<file path="src/shared/hwmon_regs.svh">
// Offsets, field positions, reset values and rates of the monitor front end
`ifndef HWMON_REGS_SVH
`define HWMON_REGS_SVH

// I/O port offsets from the base address
`define HWM_PORT_INDEX 16'h0005
`define HWM_PORT_DATA 16'h0006

// Bank numbers
`define HWM_BANK0 3'h0
`define HWM_BANK1 3'h1
`define HWM_BANK2 3'h2
`define HWM_BANK4 3'h4
`define HWM_BANK6 3'h6

// Register indices
`define HWM_IDX_FANFREQ 7'h00
`define HWM_IDX_FANMODE 7'h04
`define HWM_IDX_OVTCFG 7'h18
`define HWM_IDX_SENS4 7'h28
`define HWM_IDX_SENS5 7'h29
`define HWM_IDX_SENS6 7'h2a
`define HWM_IDX_STAT_A 7'h41
`define HWM_IDX_STAT_B 7'h42
`define HWM_IDX_BANKSEL 7'h4e
`define HWM_IDX_SENS_EN 7'h52
`define HWM_IDX_PWR_VAL 7'h67
`define HWM_IDX_PWR_CFG 7'h68

// Field positions
`define HWM_BIT_HOT_EN1 6
`define HWM_BIT_INT_MODE 4
`define HWM_BIT_SENS_EN 1
`define HWM_BIT_PWM_DC 0
`define HWM_BIT_CLK_SEL 7
`define HWM_BIT_PWR_EN 0

// Reset values
`define HWM_RST_INDEX 7'h00
`define HWM_RST_BANK 3'h0
`define HWM_RST_FANFREQ 8'h04
`define HWM_RST_FANMODE 8'h00
`define HWM_RST_OVTCFG 8'h00
`define HWM_RST_PWR 8'h00

// Rates in kHz: core 125000, sources 24000 and 258
`define HWM_CLK_KHZ 17'h1e848
`define HWM_SRC0_KHZ 17'h05dc0
`define HWM_SRC1_KHZ 17'h00102

`endif

</file>
<file path="src/shared/hwmon_pkg.sv">
// Types shared by the monitor front end
package hwmon_pkg;
   typedef enum logic [1:0] {HWM_SEL_NONE, HWM_SEL_INDEX, HWM_SEL_DATA} hwmon_port_t;
   typedef logic [2:0] hwmon_bank_t;
   typedef logic [6:0] hwmon_index_t;
endpackage

</file>
<file path="src/shared/hwmon_fan_if.sv">
// Fan clock settings and period state between the register bank and the divider
`timescale 1ns/1ps
interface hwmon_fan_if;
   logic pwm_mode;
   logic clk_sel;
   logic [6:0] prescale;
   logic period_tick;
   logic [7:0] phase;
   modport ctrl(output pwm_mode, output clk_sel, output prescale,
      input period_tick, input phase);
   modport gen(input pwm_mode, input clk_sel, input prescale,
      output period_tick, output phase);
endinterface

</file>
<file path="src/design/hwmon_fan_gen.sv">
// Fan PWM clock source, mapped prescaler and 256-step period counter
`timescale 1ns/1ps
`include "hwmon_regs.svh"

module hwmon_fan_gen
   import hwmon_pkg::*;
#(
   parameter int DIV_W = 11
)(
   input wire logic clk_i,
   input wire logic rst_i,
   hwmon_fan_if.gen fan
);
   localparam int ACC_W = 17;

   logic [ACC_W-1:0] acc_reg, acc_next, inc;
   logic [ACC_W:0] acc_sum;
   logic src_tick, step;
   logic [DIV_W-1:0] div_reg, div_next, mapped;
   logic [7:0] phase_reg, phase_next;
   logic tick_reg, tick_next;

   function automatic logic [DIV_W-1:0] map_div(input logic sel, input logic [6:0] pre);
      logic [DIV_W-1:0] m;
      m = DIV_W'(4'h1);
      if (!sel) begin
         m = DIV_W'(pre) + DIV_W'(4'h1);
      end else if (!pre[3]) begin
         m = DIV_W'(pre[2:0]) + DIV_W'(4'h1);
      end else if (pre[3:0] == 4'h8) begin
         m = DIV_W'(4'hc);
      end else begin
         m = DIV_W'(4'h1) << (pre[3:0] - 4'h5);
      end
      return m;
   endfunction

   assign mapped = map_div(fan.clk_sel, fan.prescale);
   assign inc = fan.clk_sel ? `HWM_SRC1_KHZ : `HWM_SRC0_KHZ;

   always_comb begin
      acc_sum = {1'b0, acc_reg} + {1'b0, inc};
      acc_next = acc_sum[ACC_W-1:0];
      src_tick = 1'b0;
      step = 1'b0;
      div_next = div_reg;
      phase_next = phase_reg;
      tick_next = 1'b0;
      // Fractional accumulator keeps the long-run source rate exact
      if (acc_sum >= {1'b0, `HWM_CLK_KHZ}) begin
         acc_next = ACC_W'(acc_sum - {1'b0, `HWM_CLK_KHZ});
         src_tick = 1'b1;
      end
      if (src_tick) begin
         // Wrap on >= so a smaller divisor written mid-count takes hold at once
         if (div_reg >= mapped - DIV_W'(4'h1)) begin
            div_next = '0;
            step = 1'b1;
         end else begin
            div_next = div_reg + DIV_W'(4'h1);
         end
      end
      if (step) begin
         phase_next = phase_reg + 8'h01;
         tick_next = (phase_reg == 8'hff);
      end
      if (!fan.pwm_mode) begin
         acc_next = '0;
         div_next = '0;
         phase_next = 8'h00;
         tick_next = 1'b0;
      end
   end

   always_ff @(posedge clk_i or posedge rst_i) begin
      if (rst_i) begin
         acc_reg <= '0;
         div_reg <= '0;
         phase_reg <= 8'h00;
         tick_reg <= 1'b0;
      end else begin
         acc_reg <= acc_next;
         div_reg <= div_next;
         phase_reg <= phase_next;
         tick_reg <= tick_next;
      end
   end

   assign fan.period_tick = tick_reg;
   assign fan.phase = phase_reg;
endmodule // hwmon_fan_gen

</file>
<file path="src/design/hwmon_top.sv">
// Hardware monitor host port access, over-temperature alarm pin and fan clock setup
`timescale 1ns/1ps
//------------------------------------------------------------------------------
//------------------------------------------------------------------------------
`include "hwmon_regs.svh"

module hwmon_top
   import hwmon_pkg::*;
(
   input wire logic CLK_I,
   input wire logic RST_I,
   input wire logic [15:0] IO_ADDR_I,
   input wire logic IO_RD_I,
   input wire logic IO_WR_I,
   input wire logic [7:0] IO_WDATA_I,
   output logic [7:0] IO_RDATA_O,
   output logic IO_RVALID_O,
   input wire logic [7:0] BASE_HI_I,
   input wire logic [7:0] BASE_LO_I,
   input wire logic SMI_SEL_I,
   input wire logic MGMT_EVENT_I,
   input wire logic [5:0] TEMP_ABOVE_HIGH_I,
   input wire logic [5:0] TEMP_BELOW_HYST_I,
   input wire logic [7:0] POWER_CALC_I,
   input wire logic ALARM_PIN_I,
   output logic ALARM_PIN_O,
   output logic ALARM_PIN_OE_O,
   output logic FAN_PWM_TICK_O,
   output logic [7:0] FAN_PWM_PHASE_O
);
   localparam int NUM_SENS = 6;

   //---------------------------------------------------------------------------
   // Port decode
   //---------------------------------------------------------------------------
   logic [15:0] base_addr;
   hwmon_port_t port_sel;
   hwmon_bank_t eff_bank;
   logic wr_data, rd_data, rd_stat_a, rd_stat_b;

   hwmon_index_t index_reg, index_next;
   hwmon_bank_t bank_reg, bank_next;
   logic [7:0] fanfreq_reg, fanfreq_next;
   logic [7:0] fanmode_reg, fanmode_next;
   logic [7:0] ovtcfg_reg, ovtcfg_next;
   logic [4:0] sens_reg, sens_next;
   logic [7:0] pwr_val_reg, pwr_val_next;
   logic pwr_cfg_reg, pwr_cfg_next;
   logic [7:0] rdata_reg, rdata_next, rd_mux;
   logic rvalid_reg, rvalid_next;

   logic [NUM_SENS-1:0] en_vec, hot_reg, hot_next, evt;
   logic [NUM_SENS-1:0] pend_reg, pend_next;
   logic [1:0] stat_rd_reg, stat_rd_next;
   logic clr_all, int_mode, cmp_alarm;
   logic alarm_reg, alarm_next;
   logic pin_meta_reg, pin_sync_reg;

   assign base_addr = {BASE_HI_I, BASE_LO_I};

   always_comb begin
      if (IO_ADDR_I == base_addr + `HWM_PORT_INDEX) begin
         port_sel = HWM_SEL_INDEX;
      end else if (IO_ADDR_I == base_addr + `HWM_PORT_DATA) begin
         port_sel = HWM_SEL_DATA;
      end else begin
         port_sel = HWM_SEL_NONE;
      end
   end

   // Bank select must stay reachable, or a wrong bank would lock software out
   assign eff_bank = (index_reg == `HWM_IDX_BANKSEL) ? `HWM_BANK0 : bank_reg;

   function automatic logic at(input hwmon_bank_t b, input hwmon_index_t i);
      return (eff_bank == b) && (index_reg == i);
   endfunction

   assign wr_data = IO_WR_I && (port_sel == HWM_SEL_DATA);
   assign rd_data = IO_RD_I && (port_sel == HWM_SEL_DATA);
   // Spelled out: a continuous assign would miss the function's hidden reads
   assign rd_stat_a = rd_data && eff_bank == `HWM_BANK0 && index_reg == `HWM_IDX_STAT_A;
   assign rd_stat_b = rd_data && eff_bank == `HWM_BANK0 && index_reg == `HWM_IDX_STAT_B;

   //---------------------------------------------------------------------------
   // Read multiplexer
   //---------------------------------------------------------------------------
   always_comb begin
      rd_mux = 8'h00;
      if (at(`HWM_BANK0, `HWM_IDX_FANFREQ)) begin
         rd_mux = fanfreq_reg;
      end else if (at(`HWM_BANK0, `HWM_IDX_FANMODE)) begin
         rd_mux = fanmode_reg;
      end else if (at(`HWM_BANK0, `HWM_IDX_OVTCFG)) begin
         rd_mux = ovtcfg_reg;
      end else if (at(`HWM_BANK0, `HWM_IDX_BANKSEL)) begin
         rd_mux = {5'h00, bank_reg};
      end else if (at(`HWM_BANK0, `HWM_IDX_STAT_A)) begin
         rd_mux = {5'h00, pend_reg[2:0]};
      end else if (at(`HWM_BANK0, `HWM_IDX_STAT_B)) begin
         rd_mux = {pin_sync_reg, 4'h0, pend_reg[5:3]};
      end else if (at(`HWM_BANK1, `HWM_IDX_SENS_EN)) begin
         rd_mux = {6'h00, sens_reg[0], 1'b0};
      end else if (at(`HWM_BANK2, `HWM_IDX_SENS_EN)) begin
         rd_mux = {6'h00, sens_reg[1], 1'b0};
      end else if (at(`HWM_BANK6, `HWM_IDX_SENS4)) begin
         rd_mux = {6'h00, sens_reg[2], 1'b0};
      end else if (at(`HWM_BANK6, `HWM_IDX_SENS5)) begin
         rd_mux = {6'h00, sens_reg[3], 1'b0};
      end else if (at(`HWM_BANK6, `HWM_IDX_SENS6)) begin
         rd_mux = {6'h00, sens_reg[4], 1'b0};
      end else if (at(`HWM_BANK4, `HWM_IDX_PWR_VAL)) begin
         rd_mux = pwr_cfg_reg ? POWER_CALC_I : pwr_val_reg;
      end else if (at(`HWM_BANK4, `HWM_IDX_PWR_CFG)) begin
         rd_mux = {7'h00, pwr_cfg_reg};
      end
   end

   //---------------------------------------------------------------------------
   // Host register group
   //---------------------------------------------------------------------------
   always_comb begin
      index_next = index_reg;
      bank_next = bank_reg;
      fanfreq_next = fanfreq_reg;
      fanmode_next = fanmode_reg;
      ovtcfg_next = ovtcfg_reg;
      sens_next = sens_reg;
      pwr_val_next = pwr_val_reg;
      pwr_cfg_next = pwr_cfg_reg;
      rdata_next = rdata_reg;
      rvalid_next = 1'b0;
      if (IO_WR_I && port_sel == HWM_SEL_INDEX) begin
         index_next = IO_WDATA_I[6:0];
      end
      if (wr_data) begin
         if (at(`HWM_BANK0, `HWM_IDX_BANKSEL)) begin
            bank_next = IO_WDATA_I[2:0];
         end
         if (at(`HWM_BANK0, `HWM_IDX_FANFREQ)) begin
            fanfreq_next = IO_WDATA_I;
         end
         if (at(`HWM_BANK0, `HWM_IDX_FANMODE)) begin
            fanmode_next = IO_WDATA_I;
         end
         if (at(`HWM_BANK0, `HWM_IDX_OVTCFG)) begin
            ovtcfg_next = IO_WDATA_I;
         end
         if (at(`HWM_BANK1, `HWM_IDX_SENS_EN)) begin
            sens_next[0] = IO_WDATA_I[`HWM_BIT_SENS_EN];
         end
         if (at(`HWM_BANK2, `HWM_IDX_SENS_EN)) begin
            sens_next[1] = IO_WDATA_I[`HWM_BIT_SENS_EN];
         end
         if (at(`HWM_BANK6, `HWM_IDX_SENS4)) begin
            sens_next[2] = IO_WDATA_I[`HWM_BIT_SENS_EN];
         end
         if (at(`HWM_BANK6, `HWM_IDX_SENS5)) begin
            sens_next[3] = IO_WDATA_I[`HWM_BIT_SENS_EN];
         end
         if (at(`HWM_BANK6, `HWM_IDX_SENS6)) begin
            sens_next[4] = IO_WDATA_I[`HWM_BIT_SENS_EN];
         end
         if (at(`HWM_BANK4, `HWM_IDX_PWR_VAL)) begin
            pwr_val_next = IO_WDATA_I;
         end
         if (at(`HWM_BANK4, `HWM_IDX_PWR_CFG)) begin
            pwr_cfg_next = IO_WDATA_I[`HWM_BIT_PWR_EN];
         end
      end
      if (IO_RD_I && port_sel != HWM_SEL_NONE) begin
         rvalid_next = 1'b1;
         if (port_sel == HWM_SEL_INDEX) begin
            rdata_next = {1'b0, index_reg};
         end else begin
            rdata_next = rd_mux;
         end
      end
   end

   always_ff @(posedge CLK_I or posedge RST_I) begin
      if (RST_I) begin
         index_reg <= `HWM_RST_INDEX;
         bank_reg <= `HWM_RST_BANK;
         fanfreq_reg <= `HWM_RST_FANFREQ;
         fanmode_reg <= `HWM_RST_FANMODE;
         ovtcfg_reg <= `HWM_RST_OVTCFG;
         sens_reg <= 5'h00;
         pwr_val_reg <= `HWM_RST_PWR;
         pwr_cfg_reg <= 1'b0;
         rdata_reg <= 8'h00;
         rvalid_reg <= 1'b0;
      end else begin
         index_reg <= index_next;
         bank_reg <= bank_next;
         fanfreq_reg <= fanfreq_next;
         fanmode_reg <= fanmode_next;
         ovtcfg_reg <= ovtcfg_next;
         sens_reg <= sens_next;
         pwr_val_reg <= pwr_val_next;
         pwr_cfg_reg <= pwr_cfg_next;
         rdata_reg <= rdata_next;
         rvalid_reg <= rvalid_next;
      end
   end

   assign IO_RDATA_O = rdata_reg;
   assign IO_RVALID_O = rvalid_reg;

   //---------------------------------------------------------------------------
   // Over-temperature alarm
   //---------------------------------------------------------------------------
   assign en_vec = {sens_reg, ovtcfg_reg[`HWM_BIT_HOT_EN1]};
   assign int_mode = ovtcfg_reg[`HWM_BIT_INT_MODE];

   // Above-high wins if both comparator flags are seen together
   for (genvar g = 0; g < NUM_SENS; g++) begin : g_sens
      assign hot_next[g] = TEMP_ABOVE_HIGH_I[g] | (hot_reg[g] & ~TEMP_BELOW_HYST_I[g]);
      assign evt[g] = hot_next[g] ^ hot_reg[g];
   end

   always_comb begin
      stat_rd_next = stat_rd_reg | {rd_stat_b, rd_stat_a};
      clr_all = &stat_rd_next;
      if (clr_all) begin
         stat_rd_next = 2'b00;
      end
      // A new event in the clearing cycle survives the clear
      pend_next = pend_reg & ~{NUM_SENS{clr_all}};
      if (int_mode) begin
         pend_next = pend_next | (evt & en_vec);
      end
      cmp_alarm = |(hot_next & en_vec);
      if (SMI_SEL_I) begin
         alarm_next = MGMT_EVENT_I;
      end else if (int_mode) begin
         alarm_next = |pend_next;
      end else begin
         alarm_next = cmp_alarm;
      end
   end

   always_ff @(posedge CLK_I or posedge RST_I) begin
      if (RST_I) begin
         hot_reg <= '0;
         pend_reg <= '0;
         stat_rd_reg <= 2'b00;
         alarm_reg <= 1'b0;
      end else begin
         hot_reg <= hot_next;
         pend_reg <= pend_next;
         stat_rd_reg <= stat_rd_next;
         alarm_reg <= alarm_next;
      end
   end

   // Open drain, active low: only ever pull the wire down
   assign ALARM_PIN_O = 1'b0;
   assign ALARM_PIN_OE_O = alarm_reg;

   always_ff @(posedge CLK_I or posedge RST_I) begin
      if (RST_I) begin
         pin_meta_reg <= 1'b0;
         pin_sync_reg <= 1'b0;
      end else begin
         pin_meta_reg <= ALARM_PIN_I;
         pin_sync_reg <= pin_meta_reg;
      end
   end

   //---------------------------------------------------------------------------
   // Fan clock divider
   //---------------------------------------------------------------------------
   hwmon_fan_if fan_bus();

   assign fan_bus.pwm_mode = ~fanmode_reg[`HWM_BIT_PWM_DC];
   assign fan_bus.clk_sel = fanfreq_reg[`HWM_BIT_CLK_SEL];
   assign fan_bus.prescale = fanfreq_reg[6:0];

   hwmon_fan_gen u_fan (
      .clk_i(CLK_I),
      .rst_i(RST_I),
      .fan(fan_bus.gen)
   );

   assign FAN_PWM_TICK_O = fan_bus.period_tick;
   assign FAN_PWM_PHASE_O = fan_bus.phase;

   logic pwr_read;
   assign pwr_read = rd_data && eff_bank == `HWM_BANK4 && index_reg == `HWM_IDX_PWR_VAL;
endmodule // hwmon_top

</file>
<file path="config.mk">
export PLATFORM = sky130hd
export DESIGN_NAME = hwmon_top
export DESIGN_NICKNAME = d
export VERILOG_FILES = /design/src/shared/hwmon_pkg.sv /design/src/shared/hwmon_fan_if.sv /design/src/design/hwmon_fan_gen.sv /design/src/design/hwmon_top.sv
export VERILOG_INCLUDE_DIRS = /design/src /design/src/shared
export SDC_FILE = /design/constraint.sdc
export NUM_CORES = 1
export LEC_CHECK = 0
export BUFFER_PORTS_ARGS = -buffer_cell sky130_fd_sc_hd__buf_2
export CAP_MARGIN = 30
export CORE_ASPECT_RATIO = 0.75
export CORE_MARGIN = 5
export CORE_UTILIZATION = 35
export CTS_BUF_LIST = sky130_fd_sc_hd__clkbuf_4 sky130_fd_sc_hd__clkbuf_8
export CTS_CLUSTER_SIZE = 28
export DETAILED_ROUTE_END_ITERATION = 7
export GPL_ROUTABILITY_DRIVEN = 0
export GPL_TIMING_DRIVEN = 0
export PLACE_DENSITY_LB_ADDON = 0.25
export SYNTH_ARGS = -nofsm -noshare
export SYNTH_HDL_FRONTEND = slang
export SYNTH_SLANG_ARGS = --single-unit
</file>
<file path="constraint.sdc">
create_clock -name CLK_I -period 6.65 [get_ports CLK_I]
set_clock_uncertainty 0.05 [all_clocks]
set_input_delay 1.995 -clock CLK_I [delete_from_list [all_inputs] [get_ports CLK_I]]
set_output_delay 1.995 -clock CLK_I [all_outputs]
set_load 0.005 [all_outputs]
</file>
# Word-level counts from Yosys, hierarchy flattened
# Cells that the tools add are included.
totals:
  register_bits: 111
  latchBits: 0
  ramBits: 0
  mem_bits_ro: 0
  input_bits: 67
  out_inout_bits: 20
  mem_count: 0
op_classes:
  addsub: 10
  mul: 0
  div_mod_pow: 0
  magnitude_cmp: 2
  n_eq_ne: 21
  shift: 1
  n_mux: 39
  n_bitwise: 30
  n_reduce_logical: 39
op_table:
  columns: ["operator", "n"]
  rows:
  - ["two-way mux 8 bit", 16]
  - ["two-way mux 11 bit", 6]
  - ["== test 7 bit, second input constant", 6]
  - ["two-way mux 17 bit", 2]
  - ["adder 16 x 3 -> 16 bit, second input constant", 2]
  - ["== test 16 bit", 2]
  - ["AND reduction 2 bit", 12]
  - ["== test 7 x 6 -> 1 bit, second input constant", 3]
  - ["logical AND 1 bit", 20]
  - ["adder 17 x 15 -> 18 bit", 1]
  - ["AND 6 bit", 3]
  - [">= comparator 18 x 17 -> 1 bit, second input constant", 1]
  - ["subtractor 17 bit, second input constant", 1]
  - ["two-way mux 15 bit", 1]
  - ["OR reduction 6 bit", 2]
  - ["adder 11 x 1 -> 11 bit, second input constant", 1]
  - [">= comparator 11 bit", 1]
  - ["left shift 1 x 4 -> 11 bit, first input constant", 1]
  - ["subtractor 11 x 1 -> 11 bit, second input constant", 1]
  - ["two-way mux 1 bit", 9]
  - ["adder 7 x 1 -> 8 bit, second input constant", 1]
  - ["adder 8 x 1 -> 8 bit, second input constant", 1]
  - ["== test 8 bit, second input constant", 1]
  - ["== test 7 x 3 -> 1 bit, second input constant", 1]
  - ["22 further kinds", 47]

# Depth between registers and ports, before layout
logic_depth:
  ltp_word: 18
  ltp_mapped: 21

# Hierarchy
# From an unflattened synthesis, not the netlist that was laid out.
hier_totals:
  hier_cells: 926
  area_unflattened_um2: 8426.8
modules_own_cells:
  columns: ["mod", "n_inst", "cells_per_inst", "area_per_inst_um2", "seq_area_each_um2"]
  rows:
  - ["hwmon_top", 1, 511, 5069.9, 1853.0]
  - ["hwmon_fan_gen", 1, 415, 3357.0, 900.9]

# Least setup slack after synthesis
# OpenSTA, ideal clock, no wires.
synth_path:
  path_kind: "in2reg"
  startpoint: "input BASE_LO_I[2]"
  endpoint: "register index_reg[1]"
  arrival_time_ns: 4.509
  required_ns: 6.472
  setup_slack_ns: 1.963
  stages: 11
  n_path_buf: 2
  path_cell_list: "buf_2 inv_1 ha_1 a21o_1 a221o_1 or3b_2 a22oi_1 o2111ai_1 or2_1 buf_2 mux2_1"
synth_between:
  elab_chain_cells: 6
synth_rtl:
  columns: ["element", "line_no", "rtl"]
  rows:
  - ["start, declared", "hwmon_top.sv:19", "input wire logic [7:0] BASE_LO_I,"]
  - ["adder 16 x 3 -> 16 bit (no source line)", null, null]
  - ["== test 16 bit (no source line)", null, null]
  - ["two-way mux 2 bit", "hwmon_top.sv:64", "end else if (IO_ADDR_I == base_addr + `HWM_PORT_DATA) begin"]
  - ["two-way mux 2 bit *", "hwmon_top.sv:62", "if (IO_ADDR_I == base_addr + `HWM_PORT_INDEX) begin"]
  - ["== test 2 x 1 -> 1 bit *", "hwmon_top.sv:132", "if (IO_WR_I && port_sel == HWM_SEL_INDEX) begin"]
  - ["logical AND 1 bit *", "hwmon_top.sv:132", null]
  - ["end signal, assigned", "hwmon_top.sv:182", "index_reg <= `HWM_RST_INDEX;"]
  - ["end signal, assigned", "hwmon_top.sv:193", "index_reg <= index_next;"]
  - ["end, declared", "hwmon_top.sv:41", "hwmon_index_t index_reg, index_next;"]
# Every way passes the cells marked *; elsewhere a longest branch is shown, timed or not.
# A chain may end at the register's enable or synchronous reset.

# Final worst setup path
layout_path:
  startpoint: "register fanfreq_reg[1]"
  endpoint: "register u_fan.div_reg[10]"
layout_between:
  elab_chain_cells: 10
layout_rtl:
  columns: ["element", "line_no", "rtl"]
  rows:
  - ["start, declared", "hwmon_top.sv:43", "logic [7:0] fanfreq_reg, fanfreq_next;"]
  - ["start signal, assigned", "hwmon_top.sv:184", "fanfreq_reg <= `HWM_RST_FANFREQ;"]
  - ["start signal, assigned", "hwmon_top.sv:195", "fanfreq_reg <= fanfreq_next;"]
  - ["subtractor 4 x 3 -> 4 bit", "hwmon_fan_gen.sv:33", "m = DIV_W'(4'h1) << (pre[3:0] - 4'h5);"]
  - ["left shift 1 x 4 -> 11 bit", "hwmon_fan_gen.sv:33", null]
  - ["two-way mux 11 bit", "hwmon_fan_gen.sv:30", "end else if (pre[3:0] == 4'h8) begin"]
  - ["two-way mux 11 bit", "hwmon_fan_gen.sv:28", "end else if (!pre[3]) begin"]
  - ["two-way mux 11 bit *", "hwmon_fan_gen.sv:26", "if (!sel) begin"]
  - ["subtractor 11 x 1 -> 11 bit *", "hwmon_fan_gen.sv:56", "if (div_reg >= mapped - DIV_W'(4'h1)) begin"]
  - [">= comparator 11 bit *", "hwmon_fan_gen.sv:56", null]
  - ["two-way mux 11 bit *", "hwmon_fan_gen.sv:56", null]
  - ["two-way mux 11 bit *", "hwmon_fan_gen.sv:54", "if (src_tick) begin"]
  - ["two-way mux 11 bit *", "hwmon_fan_gen.sv:67", "if (!fan.pwm_mode) begin"]
  - ["end signal, assigned", "hwmon_fan_gen.sv:83", "div_reg <= div_next;"]
  - ["end, declared", "hwmon_fan_gen.sv:19", "logic [DIV_W-1:0] div_reg, div_next, mapped;"]
# Every way passes the cells marked *; elsewhere a longest branch is shown, timed or not. The select of a mux whose other input is x is not followed.

==> parameters.txt <==
Parameter                              Value

Logic synthesis
  Synthesized area ... 8090 um2
  Post-Synth Simple-Gate Area ... 21.1%
  Share of async-settable or async-resettable flops after synthesis ... 100%
  Post-synth net total ... 988
  Yosys synthesis warning count ... 0
  Combinational family with the most area after synthesis ... simple AND/OR/NAND/NOR gates
  Gate count of the mapped netlist ... 889
  Number of enable flip-flop cells after synthesis ... 0
  Area share of the leading cell type in the synthesized netlist ... 33.7%
  Compound-cell area share of the yosys netlist ... 18.6%
  Most common cell in the synthesized netlist ... sky130_fd_sc_hd__dfrtp_1
  Post-synthesis xor/xnor area fraction ... 6.28%
  Synth Register Bits ... 110
  Commonest register cell after synthesis ... sky130_fd_sc_hd__dfrtp_1
  Adder and majority gate portion of the synthesized area ... 4.95%
  Largest area contributor in the netlist ... sky130_fd_sc_hd__dfrtp_1
  Cells taking the most area after synthesis ... sky130_fd_sc_hd__dfrtp_1, sky130_fd_sc_hd__mux2_2, sky130_fd_sc_hd__ha_1, sky130_fd_sc_hd__xnor2_1, sky130_fd_sc_hd__a21oi_1
  Cell types with the highest counts after synthesis ... sky130_fd_sc_hd__dfrtp_1, sky130_fd_sc_hd__nand2_1, sky130_fd_sc_hd__a21oi_1
  Mux cell area share after synthesis ... 10.3%
  Unique cell type count in the Yosys netlist ... 83
  Synth Area per Inst ... 9.10 um2
  Sequential element share of the synthesized area ... 34.0%

Worst setup path
  Setup slack, reg-to-reg ... 1.58 ns
  Worst reg2reg startpoint ... fanfreq_reg[1]$_DFFE_PP0P_
  Reg-to-reg endpoint ... u_fan.div_reg[10]$_DFFE_PP0P_
  Critical path's slowest cell ... sky130_fd_sc_hd__dfrtp_1
  Data required time of the worst path ... 6.89 ns
  Cells along the critical path ... clkbuf_1 > inv_1 > ha_1 > nor3b_1 > o21ai_0 > ha_1 > nand2_1 > nor3_1 > nand3_1 > o311a_1 > nor2_1 > ha_1 > nand2_1 > a21oi_1 > a221o_1 > a31oi_1 > clkbuf_1 > clkbuf_1 > a21oi_1 > o32ai_1
  Largest fanout on the critical path ... 10
  CP Capture Type ... register
  Depth of the worst register-to-register path ... 20
  Crit start category ... register
  Longest individual stage delay on the worst path ... 0.43 ns
  Arrival time at the worst endpoint ... 5.32 ns
  First element of the critical path ... fanfreq_reg[1]$_DFFE_PP0P_
  Capturing element of the worst setup path ... u_fan.div_reg[10]$_DFFE_PP0P_
  Critical path class ... reg2reg

Layout
  Count of nets after finishing ... 1080
  Number of fill cells ... 2324
  Number of flip-flops under the largest register name ... 16
  Final standard cell utilization of the core ... 39.9%
  Multi-input combinational cell area ... 4970 um2
  Register area ... 2750 um2
  Share of final-layout standard cells stronger than drive strength 1 ... 19.9%
  Area overhead of the layout relative to synthesis ... 13.0%
  Diode insertion count for antenna repair ... 0

STA
  Worst-case headroom to the max-slew limit ... 33.4%
  Setup repair after global routing missed its margin ... false
  Hold Slack ... 0.311 ns
  Worst Tran Pin Value ... 0.991 ns
  Top achievable clock speed ... 0.197 GHz
  Min cycle time layout ... 5.07 ns
  Final max-slew violation count ... 0
  Post-Route Setup TNS ... 0 ns
  Crit share post-route ... 76.3%
  Count of endpoints failing hold in the final timing report ... 0
  Setup violators final ... 0

Detailed routing
  Number of DRC violations after detailed routing ... 0
  First-pass iteration count of the detailed router ... 6
  Detailed-route via count ... 7201
  Residual antenna-violating net count after detailed routing ... 0
  Vias per inst ... 5.60
  Number of DRC violations after detailed-routing iteration 0 ... 699
  Detailed-route wire length ... 22.4 mm
  Routed wire length per instance ... 17.4 um

Status
  Outcome ... finished, final reports clean

Power and ir drop
  Cell leakage power ... 3.95 nW
  Maximum vdd ir drop ... 101 uV
  Power per standard cell area ... 240 nW/um2

Die
  Row cnt ... 48
  Horiz. Die Dim ... 186 um
  Core area ... 22900 um2
  Starting utilization of the core area ... 35.4%
  Die Outline Area ... 26300 um2
  Die height ... 142 um
  # IOs ... 87

Clocking
  TritonCTS clock tree ... built
  TritonCTS buffer count ... 9
  Clock Tree Buf Depth ... 2
  Setup fix buffers added after clock tree synthesis ... 0
  CTS Root Cell ... sky130_fd_sc_hd__clkbuf_8
  Resize count post-CTS ... 0
  Clock H-tree levels ... 3
  Clock Latency Late Sink ... 0.39 ns
  Number of sinks on the clock net ... 110
  Clock-pin slew on the worst setup and hold paths ... 0.12 ns
  Cts hold-fix bufs ... 0

GRT
  Wire length of the first global-routing pass ... 35.8 mm
  Number of antenna violations at the first check in global routing ... 0
  Number of global-route vias before repair ... 6623
  All-Layer GR Usage ... 16.8%
  Total gr overflow ... 0
  Largest net degree at the start of global routing ... 90

Flow run
  # Max-Cap Violations ... 0

Place
  Detail Placement HPWL ... 16.9 mm
  Buffers on Ports ... 79

Hold path
  Worst hold-check path type ... reg2reg
[cell type report]
type,count,area share [%]
timing repair buffer,81,4.68
clock buffer,10,1.44
buffer,45,2.23
sequential,110,30.1
tap,300,4.11
clock inverter,6,1.14
multi-input combinational,689,54.4
inverter,45,1.90
[metal layers]
metal	track usage (%)	share of wire, %	up-vias
li1	-	-	3487
met1	27.7	53	3477
met2	22.8	40	223
met3	2.97	6.7	14
met4	2.45	0.73	0
met5	0	0	-
[how the worst min path moves through the flow]
stage / slack, ns / from / cells after the start / endpoint
floorplan: 0.28 / pin_meta_reg$_DFF_PP0_ / 0 / pin_sync_reg$_DFF_PP0_
global placement: 0.28 / pin_meta_reg$_DFF_PP0_ / 0 / pin_sync_reg$_DFF_PP0_
detailed placement: 0.29 / pin_meta_reg$_DFF_PP0_ / 0 / pin_sync_reg$_DFF_PP0_
CTS: 0.31 / pin_meta_reg$_DFF_PP0_ / 0 / pin_sync_reg$_DFF_PP0_
global route: 0.32 / pin_meta_reg$_DFF_PP0_ / 0 / pin_sync_reg$_DFF_PP0_
finish: 0.31 / pin_meta_reg$_DFF_PP0_ / 0 / pin_sync_reg$_DFF_PP0_
[power by group]
group          internal, mW  switching (mW)  leakage (nW)
combinational         0.372           0.556          2.37
sequential            0.735          0.0524          1.46
clock                 0.224           0.256         0.115
total                  1.33           0.865          3.95
[per-stage QoR]
step / setup WS, ns / cell area (um2) / power, mW / cells
5_1_grt: 1.06 / 9140 / 2.36 / 1286
3_5_place_dp: 1.51 / 8900 / 1.71 / 1270
6_report: 1.58 / 9140 / 2.19 / 1286
4_1_cts: 1.57 / 9140 / 2.20 / 1286
2_1_floorplan: 1.70 / 8090 / 1.48 / 889
3_3_place_gp: 0.144 / 8860 / 1.70 / 1268
[placed cells by master, fill, tap and decap left out, types with 25 or more instances in the layout]
master / n
sky130_fd_sc_hd__nor2_1: 41
sky130_fd_sc_hd__inv_1: 44
sky130_fd_sc_hd__o21ai_0: 30
sky130_fd_sc_hd__ha_1: 32
sky130_fd_sc_hd__mux2_2: 50
sky130_fd_sc_hd__buf_2: 92
sky130_fd_sc_hd__nand2_1: 61
sky130_fd_sc_hd__xnor2_1: 33
sky130_fd_sc_hd__nand3_1: 40
sky130_fd_sc_hd__a21oi_1: 57
sky130_fd_sc_hd__dfrtp_1: 109
sky130_fd_sc_hd__xor2_1: 25
sky130_fd_sc_hd__clkbuf_1: 27
[cells by family (layout without fill, tap and decap cells)]
family / count (synthesis) / in the layout
xor+xnor: 58 / 58
fa+ha+maj: 32 / 32
buf+inv: 90 / 187
simple gates: 308 / 308
flops: 110 / 110
compound gates: 217 / 217
mux: 73 / 73
other cells: 1 / 1
[worst max-delay path: cells and delay by family (launching register included)]
family | cells | cell delay (ns)
buffers and inverters | 4 | 1.29
adders and majority gates | 3 | 0.81
AOI/OAI and AO/OA | 7 | 1.59
and+or+nand+nor | 6 | 0.82
DFF | 1 | 0.43
Note: power is estimated with default switching activity, not from simulation.
